===== src/rdc_consts.svh =====
`ifndef RDC_CONSTS_SVH
`define RDC_CONSTS_SVH

// register offsets on the local register port
`define RDC_OFS_MISC          8'h09
`define RDC_OFS_DSLEW         8'h0A
`define RDC_OFS_CSLEW_TERM    8'h0B
`define RDC_OFS_SWING         8'h0C
`define RDC_OFS_RXEQ          8'h0D
`define RDC_OFS_CHAN_RATE     8'h22
`define RDC_OFS_LANE_RATE     8'h30

// reset values
`define RDC_RST_MISC          8'h12
`define RDC_RST_DSLEW         8'h03
`define RDC_RST_CSLEW_TERM    8'h50
`define RDC_RST_SWING         8'h00
`define RDC_RST_RXEQ          8'h00
`define RDC_RST_CHAN_RATE     8'h00
`define RDC_RST_LANE_RATE     8'h3C

// writable bit masks, reserved bits read zero
`define RDC_MSK_DSLEW         8'h43
`define RDC_MSK_CSLEW_TERM    8'hDF

// misc control field positions
`define RDC_B_SWAP            7
`define RDC_B_INDEP           6
`define RDC_B_ALT             5
`define RDC_B_SIGDET          4
`define RDC_B_PDEN            3
`define RDC_B_HPD_NOAUTO      2

// clock slew / termination field positions
`define RDC_B_FLAG            1
`define RDC_B_OVR             0

// values forced on entry to alternate lane mode
`define RDC_ALT_SWING         8'h80
`define RDC_ALT_RATE          2'h2
`define RDC_ALL_LANES         4'hF

// snoop target
`define RDC_SNOOP_WR_ADDR     8'hA8
`define RDC_SNOOP_RD_ADDR     8'hA9
`define RDC_SNOOP_OFS         8'h20

// stretch time: a quarter bit at each channel rate
`define RDC_CLK_NS            50
`define RDC_QTR_100K_NS       2500
`define RDC_QTR_400K_NS       625

`endif


===== src/rdc_pkg.sv =====
package rdc_pkg;

	// source termination codes
	typedef enum logic [1:0] {
		RDC_TERM_150_300 = 2'h0,
		RDC_TERM_NONE    = 2'h1,
		RDC_TERM_AUTO    = 2'h2,
		RDC_TERM_75_150  = 2'h3
	} rdc_term_t;

	// register write request from the local port
	typedef struct packed {
		logic       wr;
		logic [7:0] addr;
		logic [7:0] wdata;
	} rdc_reg_req_t;

	// applied driver configuration
	typedef struct packed {
		rdc_term_t  term_sel;
		logic [1:0] clk_slew;
		logic [1:0] data_slew;
		logic [2:0] data_swing_level;
		logic [2:0] clk_swing_level;
		logic [1:0] data_preemph;
		logic [1:0] clk_preemph;
		logic [3:0] rx_eq;
		logic [3:0] lane_en;
		logic [1:0] lane_rate;
		logic       alternate_lane_mode;
		logic       lane_swap;
		logic       signal_detect_enable;
		logic       power_down;
		logic       clock_ratio_flag;
	} rdc_drv_cfg_t;

	// open-drain pins of the display data channel
	typedef struct packed {
		logic src_clk_out;
		logic src_clk_oe;
		logic src_dat_out;
		logic src_dat_oe;
		logic snk_clk_out;
		logic snk_clk_oe;
		logic snk_dat_out;
		logic snk_dat_oe;
	} rdc_ddc_pins_t;

endpackage


===== src/rdc_snoop.sv =====
`timescale 1ns/10ps
`include "rdc_consts.svh"

module rdc_snoop (
	// clock and reset
	input  wire logic mclk,
	input  wire logic rstn,
	// synchronised source-side lines
	input  wire logic scl,
	input  wire logic sda,
	// flag update
	output logic      upd,
	output logic      upd_val
);

	typedef struct packed {
		logic [3:0] bitcnt;
		logic [1:0] byte_idx;
		logic [7:0] shreg;
		logic       is_wr;
		logic       is_rd;
		logic [7:0] ptr;
		logic       scl_prev;
		logic       sda_prev;
		logic       upd;
		logic       upd_val;
	} rdc_snoop_st_t;

	rdc_snoop_st_t st;
	rdc_snoop_st_t next_st;

	// byte tracking on the channel
	always_comb begin
		next_st          = st;
		next_st.scl_prev = scl;
		next_st.sda_prev = sda;
		next_st.upd      = 1'b0;
		if (scl && st.scl_prev && st.sda_prev && !sda) begin
			next_st.bitcnt   = 4'h0;
			next_st.byte_idx = 2'h0;
		end else if (scl && st.scl_prev && !st.sda_prev && sda) begin
			next_st.is_wr = 1'b0;
			next_st.is_rd = 1'b0;
		end else if (scl && !st.scl_prev) begin
			if (st.bitcnt != 4'h8) begin
				next_st.shreg  = {st.shreg[6:0], sda};
				next_st.bitcnt = st.bitcnt + 4'h1;
			end else begin
				next_st.bitcnt = 4'h0;
				if (st.byte_idx != 2'h2)
					next_st.byte_idx = st.byte_idx + 2'h1;
				if (st.byte_idx == 2'h0) begin
					next_st.is_wr = !sda && st.shreg == `RDC_SNOOP_WR_ADDR;
					next_st.is_rd = !sda && st.shreg == `RDC_SNOOP_RD_ADDR;
				end else if (st.is_wr && st.byte_idx == 2'h1) begin
					next_st.ptr = st.shreg;
				end else if (st.is_wr && !sda) begin
					next_st.upd     = st.ptr == `RDC_SNOOP_OFS;
					next_st.upd_val = st.shreg[1];
					next_st.ptr     = st.ptr + 8'h01;
				end else if (st.is_rd) begin
					next_st.upd     = st.ptr == `RDC_SNOOP_OFS && st.shreg[1];
					next_st.upd_val = 1'b1;
					next_st.ptr     = st.ptr + 8'h01;
				end
			end
		end
	end

	// state register
	always_ff @(posedge mclk or negedge rstn) begin
		if (!rstn) begin
			st <= '0;
			st.scl_prev <= 1'b1;
			st.sda_prev <= 1'b1;
		end else begin
			st <= next_st;
		end
	end

	assign upd     = st.upd;
	assign upd_val = st.upd_val;

endmodule


===== src/rdc_top.sv =====
// Notes on behaviour
// - code 10 auto, 11/strap high 75-150
// - code 00/low 150-300, 01/float none
// - swing levels from swing register bits 7:2
// - clock slew from strap or register
// - data slew register only, reset fastest
// - clock lane pre-emphasis only in alternate
// - pre-emphasis default 0 dB, strap 0/3.5
// - register pre-emphasis 0, 3.5, 6 dB
// - alternate mode bit, straps then ignored
// - alternate mode ignores swap, signal detect
// - alternate entry forces lanes, swing, global
// - alternate global swing from bits 7:5
// - global receive equalizer from bits 6:3
// - lane register gives rate, enables only in alternate
// - snoop target offset bit into flag
// - flag one means ratio 1/40, default 0
// - flag cleared on hot-plug power-down
// - override bit selects software-written flag
// - relay start, data, responses between sides
// - channel rate 100k default, 400k option
// - stretch source clock while relaying
`timescale 1ns/10ps
`include "rdc_consts.svh"

module rdc_top (
	// clock and reset (enable pin)
	input  wire logic                mclk,
	input  wire logic                rstn,
	// local register port
	input  wire rdc_pkg::rdc_reg_req_t reg_req,
	input  wire logic [7:0]          reg_rd_addr,
	output logic [7:0]               reg_rdata,
	// straps and hot-plug pins
	input  wire logic                local_port_en,
	input  wire logic [1:0]          term_strap,
	input  wire logic [1:0]          clk_slew_strap,
	input  wire logic                preemph_strap_pin,
	input  wire logic                sink_hotplug_in,
	// display data channel pin inputs
	input  wire logic                source_side_clock_in,
	input  wire logic                source_side_data_in,
	input  wire logic                sink_side_clock_in,
	input  wire logic                sink_side_data_in,
	// display data channel pin drives
	output rdc_pkg::rdc_ddc_pins_t   ddc_pins,
	// applied driver configuration
	output rdc_pkg::rdc_drv_cfg_t    drv_cfg
);

	localparam int PIN_W = 11;
	localparam logic [7:0] QTR_STD =
		8'(`RDC_QTR_100K_NS / `RDC_CLK_NS);
	localparam logic [7:0] QTR_FAST =
		8'(`RDC_QTR_400K_NS / `RDC_CLK_NS);

	typedef struct packed {
		logic [PIN_W-1:0]       pin_s1;
		logic [PIN_W-1:0]       pin_s2;
		logic [7:0]             misc;
		logic [7:0]             dslew;
		logic [7:0]             cslew_term;
		logic [7:0]             swing;
		logic [7:0]             rxeq;
		logic [7:0]             chan_rate;
		logic [7:0]             lane_rate;
		logic                   flag;
		logic                   busy;
		logic                   scl_prev;
		logic                   sda_prev;
		logic [7:0]             stretch_cnt;
		logic [1:0]             snk_guard;
		logic [1:0]             src_guard;
		logic [7:0]             rdata;
		rdc_pkg::rdc_ddc_pins_t pins;
		rdc_pkg::rdc_drv_cfg_t  cfg;
	} rdc_top_st_t;

	rdc_top_st_t st;
	rdc_top_st_t next_st;

	logic             snoop_upd;
	logic             snoop_val;
	logic [1:0]       s_term;
	logic [1:0]       s_cslew;
	logic             s_pre;
	logic             s_lpen;
	logic             s_hpd;
	logic             s_sscl;
	logic             s_ssda;
	logic             s_kscl;
	logic             s_ksda;

	// synchronised pin view, second stage only
	assign {s_term, s_cslew, s_pre, s_lpen, s_hpd,
		s_sscl, s_ssda, s_kscl, s_ksda} = st.pin_s2;

	// byte snooper on the source side
	rdc_snoop u_snoop (
		.mclk    (mclk),
		.rstn    (rstn),
		.scl     (s_sscl),
		.sda     (s_ssda),
		.upd     (snoop_upd),
		.upd_val (snoop_val)
	);

	// next state of registers, flag, relay and configuration
	always_comb begin
		logic       alt;
		logic       strap_mode;
		logic       ovr;
		logic       hpd_pd;
		logic       start_det;
		logic       stop_det;
		logic       relay_on;
		logic [1:0] term_code;
		logic [7:0] rd;

		next_st        = st;
		alt            = 1'b0;
		strap_mode     = 1'b0;
		ovr            = 1'b0;
		hpd_pd         = 1'b0;
		start_det      = 1'b0;
		stop_det       = 1'b0;
		relay_on       = 1'b0;
		term_code      = 2'h0;
		rd             = 8'h00;

		next_st.pin_s1 = {term_strap, clk_slew_strap, preemph_strap_pin,
			local_port_en, sink_hotplug_in, source_side_clock_in,
			source_side_data_in, sink_side_clock_in, sink_side_data_in};
		next_st.pin_s2 = st.pin_s1;

		// register writes from the local port
		if (reg_req.wr) begin
			unique case (reg_req.addr)
				`RDC_OFS_MISC: begin
					next_st.misc = reg_req.wdata;
					if (reg_req.wdata[`RDC_B_ALT] && !st.misc[`RDC_B_ALT]) begin
						next_st.misc[`RDC_B_INDEP] = 1'b0;
						next_st.swing              = `RDC_ALT_SWING;
						next_st.lane_rate = {`RDC_ALT_RATE, `RDC_ALL_LANES,
							2'h0};
					end
				end
				`RDC_OFS_DSLEW:
					next_st.dslew = reg_req.wdata & `RDC_MSK_DSLEW;
				`RDC_OFS_CSLEW_TERM:
					next_st.cslew_term = reg_req.wdata & `RDC_MSK_CSLEW_TERM;
				`RDC_OFS_SWING:
					next_st.swing = reg_req.wdata;
				`RDC_OFS_RXEQ:
					next_st.rxeq = reg_req.wdata;
				`RDC_OFS_CHAN_RATE:
					next_st.chan_rate = reg_req.wdata;
				`RDC_OFS_LANE_RATE:
					next_st.lane_rate = reg_req.wdata;
				default: begin
				end
			endcase
		end

		alt        = st.misc[`RDC_B_ALT];
		strap_mode = !s_lpen && !alt;
		ovr        = st.cslew_term[`RDC_B_OVR];
		hpd_pd     = !s_hpd && !st.misc[`RDC_B_HPD_NOAUTO];

		if (ovr && reg_req.wr && reg_req.addr == `RDC_OFS_CSLEW_TERM)
			next_st.flag = reg_req.wdata[`RDC_B_FLAG];
		else if (hpd_pd && !(snoop_upd && !ovr))
			next_st.flag = 1'b0;
		if (snoop_upd && !ovr)
			next_st.flag = snoop_val;

		// register read data
		unique case (reg_rd_addr)
			`RDC_OFS_MISC:       rd = st.misc;
			`RDC_OFS_DSLEW:      rd = st.dslew;
			`RDC_OFS_CSLEW_TERM: rd = {st.cslew_term[7:2], st.flag,
				st.cslew_term[0]};
			`RDC_OFS_SWING:      rd = st.swing;
			`RDC_OFS_RXEQ:       rd = st.rxeq;
			`RDC_OFS_CHAN_RATE:  rd = st.chan_rate;
			`RDC_OFS_LANE_RATE:  rd = st.lane_rate;
			default:             rd = 8'h00;
		endcase
		next_st.rdata = rd;

		// termination choice
		if (strap_mode) begin
			term_code = s_term;
		end else begin
			term_code = st.cslew_term[4:3];
		end
		if (term_code == 2'h2) begin
			if (!ovr && st.flag)
				next_st.cfg.term_sel = rdc_pkg::RDC_TERM_75_150;
			else
				next_st.cfg.term_sel = rdc_pkg::RDC_TERM_NONE;
		end else begin
			next_st.cfg.term_sel = rdc_pkg::rdc_term_t'(term_code);
		end

		next_st.cfg.clk_slew = strap_mode ? s_cslew : st.cslew_term[7:6];
		next_st.cfg.data_slew = st.dslew[1:0];

		next_st.cfg.data_swing_level = st.swing[7:5];
		next_st.cfg.clk_swing_level  = st.swing[4:2];
		if (alt)
			next_st.cfg.clk_swing_level = st.swing[7:5];

		// strap gives 0 or 3.5 dB
		// register gives 0, 3.5, 6 dB
		next_st.cfg.data_preemph = strap_mode ? {1'b0, s_pre}
			: st.swing[1:0];
		// clock lane only in alternate mode
		next_st.cfg.clk_preemph = alt ? st.swing[1:0] : 2'h0;

		next_st.cfg.rx_eq = st.rxeq[6:3];
		next_st.cfg.lane_en   = alt ? st.lane_rate[5:2] : `RDC_ALL_LANES;
		next_st.cfg.lane_rate = st.lane_rate[7:6];

		next_st.cfg.alternate_lane_mode = alt;
		next_st.cfg.lane_swap = st.misc[`RDC_B_SWAP] && !alt;
		next_st.cfg.signal_detect_enable = st.misc[`RDC_B_SIGDET] && !alt;
		next_st.cfg.power_down = st.misc[`RDC_B_PDEN] || hpd_pd;
		// ratio flag to the driver side
		next_st.cfg.clock_ratio_flag = st.flag;

		// start and stop on the source side
		next_st.scl_prev = s_sscl;
		next_st.sda_prev = s_ssda;
		start_det = s_sscl && st.scl_prev && st.sda_prev && !s_ssda;
		stop_det  = s_sscl && st.scl_prev && !st.sda_prev && s_ssda;
		if (start_det)
			next_st.busy = 1'b1;
		else if (stop_det)
			next_st.busy = 1'b0;
		relay_on = st.busy || start_det;

		// own pull still in the synchroniser: ignore that side a while
		next_st.snk_guard = st.pins.snk_dat_oe ? 2'h3
			: (st.snk_guard != 2'h0 ? st.snk_guard - 2'h1 : 2'h0);
		next_st.src_guard = st.pins.src_dat_oe ? 2'h3
			: (st.src_guard != 2'h0 ? st.src_guard - 2'h1 : 2'h0);
		next_st.pins.snk_clk_oe = relay_on && !s_sscl;
		next_st.pins.snk_dat_oe = relay_on && !s_ssda
			&& !st.pins.src_dat_oe && st.src_guard == 2'h0;
		next_st.pins.src_dat_oe = relay_on && !s_ksda
			&& !st.pins.snk_dat_oe && st.snk_guard == 2'h0;

		// hold source clock low a quarter bit
		if (st.stretch_cnt != 8'h00) begin
			next_st.stretch_cnt = st.stretch_cnt - 8'h01;
		end else if (st.busy && st.scl_prev && !s_sscl
			&& !st.pins.src_clk_oe) begin
			next_st.stretch_cnt = st.chan_rate[0] ? QTR_FAST : QTR_STD;
		end
		next_st.pins.src_clk_oe = next_st.stretch_cnt != 8'h00;
		if (stop_det)
			next_st.stretch_cnt = 8'h00;
		next_st.pins.src_clk_out = 1'b0;
		next_st.pins.src_dat_out = 1'b0;
		next_st.pins.snk_clk_out = 1'b0;
		next_st.pins.snk_dat_out = 1'b0;
	end

	// state register
	always_ff @(posedge mclk or negedge rstn) begin
		if (!rstn) begin
			st            <= '0;
			st.pin_s1     <= '1;
			st.pin_s2     <= '1;
			st.scl_prev   <= 1'b1;
			st.sda_prev   <= 1'b1;
			st.misc       <= `RDC_RST_MISC;
			st.dslew      <= `RDC_RST_DSLEW;
			st.cslew_term <= `RDC_RST_CSLEW_TERM;
			st.swing      <= `RDC_RST_SWING;
			st.rxeq       <= `RDC_RST_RXEQ;
			st.chan_rate  <= `RDC_RST_CHAN_RATE;
			st.lane_rate  <= `RDC_RST_LANE_RATE;
			st.cfg.lane_en <= `RDC_ALL_LANES;
		end else begin
			st <= next_st;
		end
	end

	// outputs come straight from the state register
	assign reg_rdata = st.rdata;
	assign ddc_pins  = st.pins;
	assign drv_cfg   = st.cfg;

endmodule


===== config.mk =====
export PLATFORM = sky130hd
export DESIGN_NAME = rdc_top
export DESIGN_NICKNAME = d
export VERILOG_FILES = /design/src/rdc_pkg.sv /design/src/rdc_snoop.sv /design/src/rdc_top.sv
export VERILOG_INCLUDE_DIRS = /design/src
export SDC_FILE = /design/constraint.sdc
export NUM_CORES = 1
export LEC_CHECK = 0
export BUFFER_PORTS_ARGS = -buffer_cell sky130_fd_sc_hd__buf_4
export CORE_UTILIZATION = 60
export DETAILED_ROUTE_END_ITERATION = 8
export PLACE_DENSITY = 0.9
export SKIP_CTS_REPAIR_TIMING = 1
export SYNTH_ARGS = -nofsm -noshare
export SYNTH_HDL_FRONTEND = slang
export SYNTH_SLANG_ARGS = --single-unit

===== constraint.sdc =====
create_clock -name mclk -period 4.3 [get_ports mclk]
set_input_delay 0.86 -clock mclk [delete_from_list [all_inputs] [get_ports mclk]]
set_output_delay 0.86 -clock mclk [all_outputs]
set_load 0.1 [all_outputs]

==> flow_metrics.tcl, run 1 <==
set metrics [dict create \
    end_kind "flip-flop" \
    maxSlewHeadroom_pct 27.4 \
    dieWidth_um 108 \
    port_buffers 79 \
    row_count 38 \
    finalHoldViolations 0 \
    seqPwrFrac_pct 44.8 \
    hold_depth 0 \
    cts_sinks 154 \
    synthTopCellsByArea "dfrtp_1 43%, dfstp_2 14%, mux2_2 6.3%" \
    place_congestion 0.908 \
    avgSynthCellArea_um2 11.2 \
    crit_type "reg2reg" \
    slowest_delay_ns 0.96 \
    fp.dieH_um 108 \
    cts.path.max_buffers 2 \
    synth_most_common_cell "dfrtp_1" \
    dp_hpwl_mm 9.55 \
    tns_ns 0 \
    swShare_pct 30.1 \
    clk_latency_ns 0.43 \
    yosys-top-cells-count "118 x dfrtp_1, 61 x nand2_1, 49 x buf_4, 41 x o21ai_0, 38 x mux2_2" \
    power_per_cell_area_mw_per_mm2 510 \
    cts-htree-levels 4 \
    core_area_mm2 0.0109 \
    layout_min_cycle_time_ns 2.66 \
    fin_nets 689 \
    yosysTopAreaCellShare_pct 43.4 \
    hold_path_class "reg2reg" \
    total_leakage_power_nw 3.72 \
    intPower_mw 2.77 \
    synthDistinctLibCells 55 \
    clockPowerShare_pct 37.3 \
    diodes 0 \
    num_vias 4773 \
    start_util_pct 62.2 \
    groute.usage.overall_pct 26.4 \
    drcViolationCount 0 \
    grt-ovfl-total 0 \
    setup_viol 0 \
    ys_async_sr_fraction_pct 100 \
    netlist_area_mm2 0.00680 \
    slowest_stage "nor3b_2" \
    yosys_warnings 0 \
    period_share_pct 61.8 \
    drive_above_1_share_pct 30.1 \
    yosysTopAreaCell "dfrtp_1" \
    skew_ns 0.00745 \
    totalWireLength_mm 14.5 \
    synth-edff-count 0 \
    r2r_slack_ns 1.64 \
    antenna_found_initial 0 \
    dieArea_mm2 0.0118 \
    arrival_ns 3.00 \
    crit_path_cell_trace "inv_1, ha_1, nand3b_1, nor3b_1, nor3b_2, a21oi_1, a41oi_1" \
    ys.flop_type "dfrtp_1" \
    status "complete, no violations" \
    clkTransAtPathRegs_ns 0.06 \
    p_sw_mw 1.19 \
    rsz0062_at_grt "false" \
    dr.first_iter.drc_count 323 \
    slew_violations 0 \
    max_freq_mhz 376 \
    ant_nets 0 \
    numCtsBuffers 17 \
    max_cap_violations 0 \
    wl_per_cell_um 18.2 \
    num_io_pins 85 \
    syn_to_final_growth_pct 14.2 \
    first_global_vias 4852 \
    tightest_slew_ns 1.08 \
    firstDrtPassIters 4 \
    p_total_mw 3.96 \
    yosysSeqAreaShare_pct 57.3 \
    peakVddDrop_uv 322 \
    p_comb_share_pct 17.8 \
    viasPerCell 6.00 \
    synth-seq-cells 154 \
    synthCells 606 \
    worst_ep_required_time_ns 4.64 \
    grt_pass1_wl_mm 23.1 \
    critPathLaunchType "flip-flop" \
    grt_start_max_net_pins 105 \
    path_max_fanout 20 \
    rr_worst_depth 7 \
    cts_tree "yes" \
    cts-root-buf "clkbuf_16" \
]
## flip-flops by register name (all words and copies together) (netlist names)
register,cells
st,50
next_st,25
reg_rdata,8
s_ksda,1
u_snoop.st,26
s_lpen,1
s_term,2
u_snoop.upd,1
s_cslew,2
ddc_pins,4
s_hpd,1
drv_cfg,31
u_snoop.upd_val,1
s_pre,1
## area by class of cell
type	instances	area [um2]
clock buffers	19	453
multi-input cells	367	2400
repair buffers	83	627
flip-flops and latches	154	3900
inverters	19	71.3
fillers	738	3170
clock inverters	13	144
well taps	140	175
## layout by cell type, fill, tap and decap left out, drive strengths merged, types with 4 or more instances in the layout
cell type    n
a21o         5
a21oi       26
a22o        25
a22oi        5
a32oi        5
and2         4
buf         83
clkbuf      19
clkinv       5
clkinvlp     4
conb         4
dfrtp      118
dfstp       36
ha           9
inv         21
mux2        38
nand2       61
nand2b       9
nand3       21
nand3b       4
nand4        5
nor2        35
nor2b       13
nor3         5
nor3b        4
nor4         4
o21ai       41
o22ai        6
## logic make-up after synthesis
group,Yosys count,synth area share [%]
other,1,0.0551
flip-flops,154,57.3
multiplexers,41,6.73
AO/OA/AOI/OAI,126,12.0
AND/OR/NAND/NOR,185,14.4
XOR/XNOR,2,0.258
buffers and inverters,88,7.63
adder cells (fa/ha/maj),9,1.66
## metrics by stage
step           util [%]  setup slack [ns]  cells  hold WS (ns)  instance area [um2]
2_1_floorplan         -              1.98    609         0.345                 6810
3_3_place_gp       65.6              1.56    763         0.346                 7170
3_5_place_dp       65.6              1.46    763         0.347                 7170
4_1_cts            71.1              1.69    795         0.355                 7770
5_1_grt            71.1              1.44    795         0.358                 7770
6_report           71.1              1.64    795         0.355                 7770
## worst max-delay path: cells and delay by family, from the launching register on
family	cells	cell delay (ns)
AO/OA/AOI/OAI	2	0.36
buffers and inverters	1	0.08
flip-flops	1	0.42
adder cells (fa/ha/maj)	1	0.14
AND/OR/NAND/NOR	3	1.57
## layer usage
metal	GRT usage, %	wire, um	part of all wire, %
met5	0	0	0
met4	12.2	376	2.6
met1	30.6	5660	39
met2	45.8	7430	51
met3	7.11	993	6.9
## final timing paths
path | from | to
max | u_snoop.st[24] | u_snoop.upd_val
min | next_st[125] | s_pre
max reg2reg | u_snoop.st[24] | u_snoop.upd_val
min reg2reg | next_st[125] | s_pre
max in group asynchronous | rstn | u_snoop.st[2]
min in group asynchronous | rstn | next_st[14]
## power by group through the flow
stage,combinational (mW),sequential (mW),clock [mW]
6_report,0.706,1.78,1.48
5_1_grt,0.767,1.80,1.55
4_1_cts,0.710,1.77,1.50
3_5_place_dp,0.703,1.80,0
3_3_place_gp,0.673,1.78,0
2_1_floorplan,0.568,1.75,0
Note: power is estimated with default switching activity, not from simulation.
==> run 2, diff against run 1 <==
--- a/config.mk
+++ b/config.mk
@@ -7,9 +7,9 @@
 export NUM_CORES = 1
 export LEC_CHECK = 0
 export BUFFER_PORTS_ARGS = -buffer_cell sky130_fd_sc_hd__buf_4
-export CORE_UTILIZATION = 60
+export CORE_UTILIZATION = 58
 export DETAILED_ROUTE_END_ITERATION = 8
-export PLACE_DENSITY = 0.9
+export PLACE_DENSITY = 0.88
 export SKIP_CTS_REPAIR_TIMING = 1
 export SYNTH_ARGS = -nofsm -noshare
 export SYNTH_HDL_FRONTEND = slang
==> constraint.sdc (replaced) <==
create_clock -name mclk -period 2.7 [get_ports mclk]
set_input_delay 0.54 -clock mclk [delete_from_list [all_inputs] [get_ports mclk]]
set_output_delay 0.54 -clock mclk [all_outputs]
set_load 0.1 [all_outputs]
==> flow_metrics.tcl, run 2 (synthesis results as in run 1) <==
set metrics [dict create \
    grt-ovfl-total 0 \
    place_congestion 0.832 \
    numCtsBuffers 17 \
    slew_violations 0 \
    postLayoutCoreUtil_pct 68.2 \
    peakVddDrop_uv 550 \
    antenna_found_initial 0 \
    clk_latency_ns 0.42 \
    largest_register_ff_count 50 \
    grt_start_max_net_pins 69 \
    totalWireLength_mm 14.6 \
    setup_viol 0 \
    dr.first_iter.drc_count 381 \
    num_io_pins 85 \
    tns_ns 0 \
    first_global_vias 4822 \
    dieWidth_um 110 \
    core_area_mm2 0.0114 \
    power_per_cell_area_mw_per_mm2 798 \
    rsz0062_at_grt "false" \
    max_cap_violations 0 \
    dieArea_mm2 0.0122 \
    tightest_slew_ns 0.741 \
    status "complete, no violations" \
    fin_nets 693 \
    hold_slack_ns 0.0565 \
    cts-htree-levels 4 \
    regMostFlops "st" \
    maxSlewHeadroom_pct 50.5 \
    drive_above_1_share_pct 30.0 \
    ant_nets 0 \
    port_buffers 79 \
    arrival_ns 2.60 \
    viasPerCell 5.91 \
    dp_hpwl_mm 9.71 \
    worst_ep_required_time_ns 3.03 \
    layout_min_cycle_time_ns 2.26 \
    cts.path.max_buffers 2 \
    crit_type "reg2reg" \
    firstDrtPassIters 5 \
    wl_per_cell_um 18.2 \
    grt_pass1_wl_mm 23.2 \
    layout_commonest_cell "dfrtp_1" \
    max_freq_mhz 442 \
    syn_to_final_growth_pct 14.5 \
    critPathLaunchType "flip-flop" \
    cts_sinks 154 \
    diodes 0 \
    final.fill_count 781 \
    total_leakage_power_nw 3.72 \
    cts_tree "yes" \
    fp.dieH_um 110 \
    end_kind "flip-flop" \
    num_vias 4737 \
    clkTransAtPathRegs_ns 0.06 \
    skew_ns 0.00930 \
    start_util_pct 59.6 \
    finalHoldViolations 0 \
    row_count 39 \
    drcViolationCount 0 \
    period_share_pct 83.9 \
    hold_path_class "in2async" \
    groute.usage.overall_pct 25.9 \
    path_max_fanout 20 \
    cts-root-buf "clkbuf_16" \
    mostFrequentLayoutCells "118 x dfrtp_1, 85 x buf_4, 61 x nand2_1" \
]
run 2: per-layer routing:
metal,track usage (%),wire [um],up-vias
met5,0,0,-
met4,13.1,460,0
met1,29.6,5650,2339
met3,5.53,903,43
li1,-,-,2159
met2,45.8,7570,196
run 2: stage by stage:
step           instances  total power [mW]  cell area [um2]  setup WS, ns
2_1_floorplan        609              3.69             6810         0.697
3_3_place_gp         770              3.90             7220         0.394
3_5_place_dp         770              3.99             7220         0.349
4_1_cts              802              6.24             7790         0.516
5_1_grt              802              6.49             7790         0.239
6_report             802              6.22             7790         0.435
run 2: worst paths after layout:
path,cells after the start,to,startpoint,slack [ns]
max,8,u_snoop.upd_val,u_snoop.st[24],0.44
min,1,drv_cfg[16],rstn,0.06
max reg2reg,8,u_snoop.upd_val,u_snoop.st[24],0.44
min reg2reg,0,s_hpd,next_st[123],0.35
max in group asynchronous,2,next_st[123],rstn,1.79
min in group mclk,1,next_st[126],clk_slew_strap[0],0.22
run 2: final cells by class:
type                       count  area [um2]  share of cell area, %
clock buffer                  23         478                   6.14
clock inverter                 9        90.1                   1.16
sequential                   154        3900                   50.1
inverter                      19        71.3                  0.916
multi-input combinational    367        2400                   30.8
tap                          143         179                   2.30
timing repair buffer          87         669                   8.60
run 2: critical path: stages (launching register included):
cell,delay [ns]
dfrtp_1,0.44
inv_1,0.10
ha_1,0.15
nand3b_1,0.15
nor3b_1,0.55
nor3b_2,0.27
buf_4,0.24
a21oi_1,0.09
a41oi_1,0.18
run 2: where the power goes:
part / switching (mW) / leakage, nW / internal (mW) / total, mW
Combinational: 0.712 / 1.50 / 0.420 / 1.13
Sequential: 0.256 / 1.96 / 2.58 / 2.84
Clock: 0.906 / 0.262 / 1.34 / 2.25
==> run 3, diff against run 2 <==
==> constraint.sdc (replaced) <==
create_clock -name mclk -period 2.1 [get_ports mclk]
set_input_delay 0.42 -clock mclk [delete_from_list [all_inputs] [get_ports mclk]]
set_output_delay 0.42 -clock mclk [all_outputs]
set_load 0.1 [all_outputs]
==> flow_metrics.tcl, run 3 (synthesis results as in run 1) <==
set metrics [dict create \
    max_cap_violations 0 \
    crit_path_cell_trace "inv_1, ha_1, nand3b_1, nor3b_1, nor3b_2, buf_4, a21oi_1, a41oi_1" \
    hold_end "next_st[125]" \
    largest_register_ff_count 50 \
    p_comb_share_pct 18.2 \
    p_total_mw 8.07 \
    clockPowerShare_pct 36.8 \
    place_congestion 0.881 \
    slew_violations 0 \
    num_vias 4830 \
    clkTransAtPathRegs_ns 0.06 \
    swShare_pct 29.6 \
    placed_area_mm2 0.00735 \
    cts_sinks 154 \
    regMostFlops "st" \
    p_sw_mw 2.39 \
    ant_nets 0 \
    firstDrtPassIters 9 \
    intPower_mw 5.68 \
    dp_hpwl_mm 9.84 \
    totalWireLength_mm 14.5 \
    hold_slack_ns 0.100 \
    skew_ns 0.00560 \
    postLayoutCoreUtil_pct 69.6 \
    wl_per_cell_um 17.7 \
    worst_ep_required_time_ns 2.44 \
    drcViolationCount 2 \
    critPathTopFamily "simple AND/OR/NAND/NOR gates" \
    r2r-start "u_snoop.st[24]" \
    arrival_ns 2.22 \
    setup_viol 0 \
    hold_depth 1 \
    first_global_vias 4800 \
    r2r_slack_ns 0.22 \
    antenna_found_initial 0 \
    max_freq_mhz 531 \
    cts-htree-levels 4 \
    seqPwrFrac_pct 45.1 \
    total_leakage_power_nw 3.82 \
    groute.usage.overall_pct 25.8 \
    layout_min_cycle_time_ns 1.88 \
    syn_to_final_growth_pct 16.8 \
    mostFrequentLayoutCells "118 x dfrtp_1, 97 x buf_4, 61 x nand2_1" \
    final_area_mm2 0.00794 \
    path_buf_inv 2 \
    critPathLaunchType "flip-flop" \
    diodes 0 \
    period_share_pct 89.6 \
    peakVddDrop_uv 856 \
    worstReg2RegEnd "u_snoop.upd_val" \
    dieWidth_um 110 \
    power_per_cell_area_mw_per_mm2 1020 \
    cts-root-buf "clkbuf_16" \
    end_kind "flip-flop" \
    core_area_mm2 0.0114 \
    rsz0062_at_grt "false" \
    finalHoldViolations 0 \
    status "complete, but fails checks" \
    grt-ovfl-total 0 \
    dr.first_iter.drc_count 319 \
    rr_worst_depth 8 \
    tightest_slew_ns 0.681 \
    path_max_fanout 20 \
    dieArea_mm2 0.0122 \
    final_cells 817 \
    dp.cells 784 \
    clk_latency_ns 0.42 \
    slowest_stage "dfrtp_1" \
    cts.path.max_buffers 2 \
    slowest_delay_ns 0.42 \
    layout_commonest_cell "dfrtp_1" \
    hold_start "preemph_strap_pin" \
    cts_tree "yes" \
    num_io_pins 85 \
    grt_pass1_wl_mm 23.1 \
    port_buffers 79 \
    start_util_pct 59.6 \
    crit_type "reg2reg" \
    grt_start_max_net_pins 57 \
    row_count 39 \
    viasPerCell 5.91 \
    drive_above_1_share_pct 31.8 \
    fp.dieH_um 110 \
    numCtsBuffers 17 \
    violations "DRC" \
    maxSlewHeadroom_pct 54.1 \
    hold_path_class "in2reg" \
    fin_nets 708 \
]
## run 3: cell count changes in the layout (fill, tap and decap cells not counted), sizes merged
cell	delta
dlygate4sd3	+1
clkinv	+5
inv	-1
clkinvlp	-3
bufinv	+1
clkbuf	-2
buf	+14
## run 3: worst max-delay path by stage
stage	startpoint	to	cells past startpoint
3_5_place_dp	reg_req[15]	st[97]	5
3_3_place_gp	reg_req[15]	next_st[0]	7
6_report	u_snoop.st[24]	u_snoop.upd_val	8
2_1_floorplan	reg_req[15]	st[97]	4
5_1_grt	st[51]	ddc_pins[6]	7
4_1_cts	st[51]	ddc_pins[6]	7
## run 3: area by class of cell
class,instances,area (um2)
fillers,769,3470
well taps,143,179
flip-flops and latches,154,3900
inverters,19,71.3
clock inverters,11,121
multi-input cells,367,2400
repair buffers,102,810
clock buffers,21,460
## run 3: metrics by stage
step,setup slack (ns),setup TNS [ns]
finish,0.218,0
global route,0.0833,0
CTS,0.157,0
detailed placement,-0.0220,-0.0285
global placement,0.0282,0
floorplan,0.217,0
## run 3: power by group through the flow
| stage | registers [mW] | clock network (mW) | logic, mW |
|---|---|---|---|
| 6_report | 3.64 | 2.97 | 1.47 |
| 3_3_place_gp | 3.65 | 0 | 1.39 |
| 3_5_place_dp | 3.68 | 0 | 1.46 |
| 2_1_floorplan | 3.58 | 0 | 1.16 |
| 5_1_grt | 3.69 | 3.15 | 1.60 |
| 4_1_cts | 3.63 | 3.02 | 1.47 |
## run 3: metal layers
| layer | wire length, um | global-route usage [%] | share of wire [%] |
|---|---|---|---|
| met4 | 460 | 14.8 | 3.2 |
| met2 | 7580 | 44.8 | 52 |
| met3 | 953 | 5.94 | 6.6 |
| met1 | 5470 | 29.2 | 38 |
| met5 | 0 | 0 | 0 |
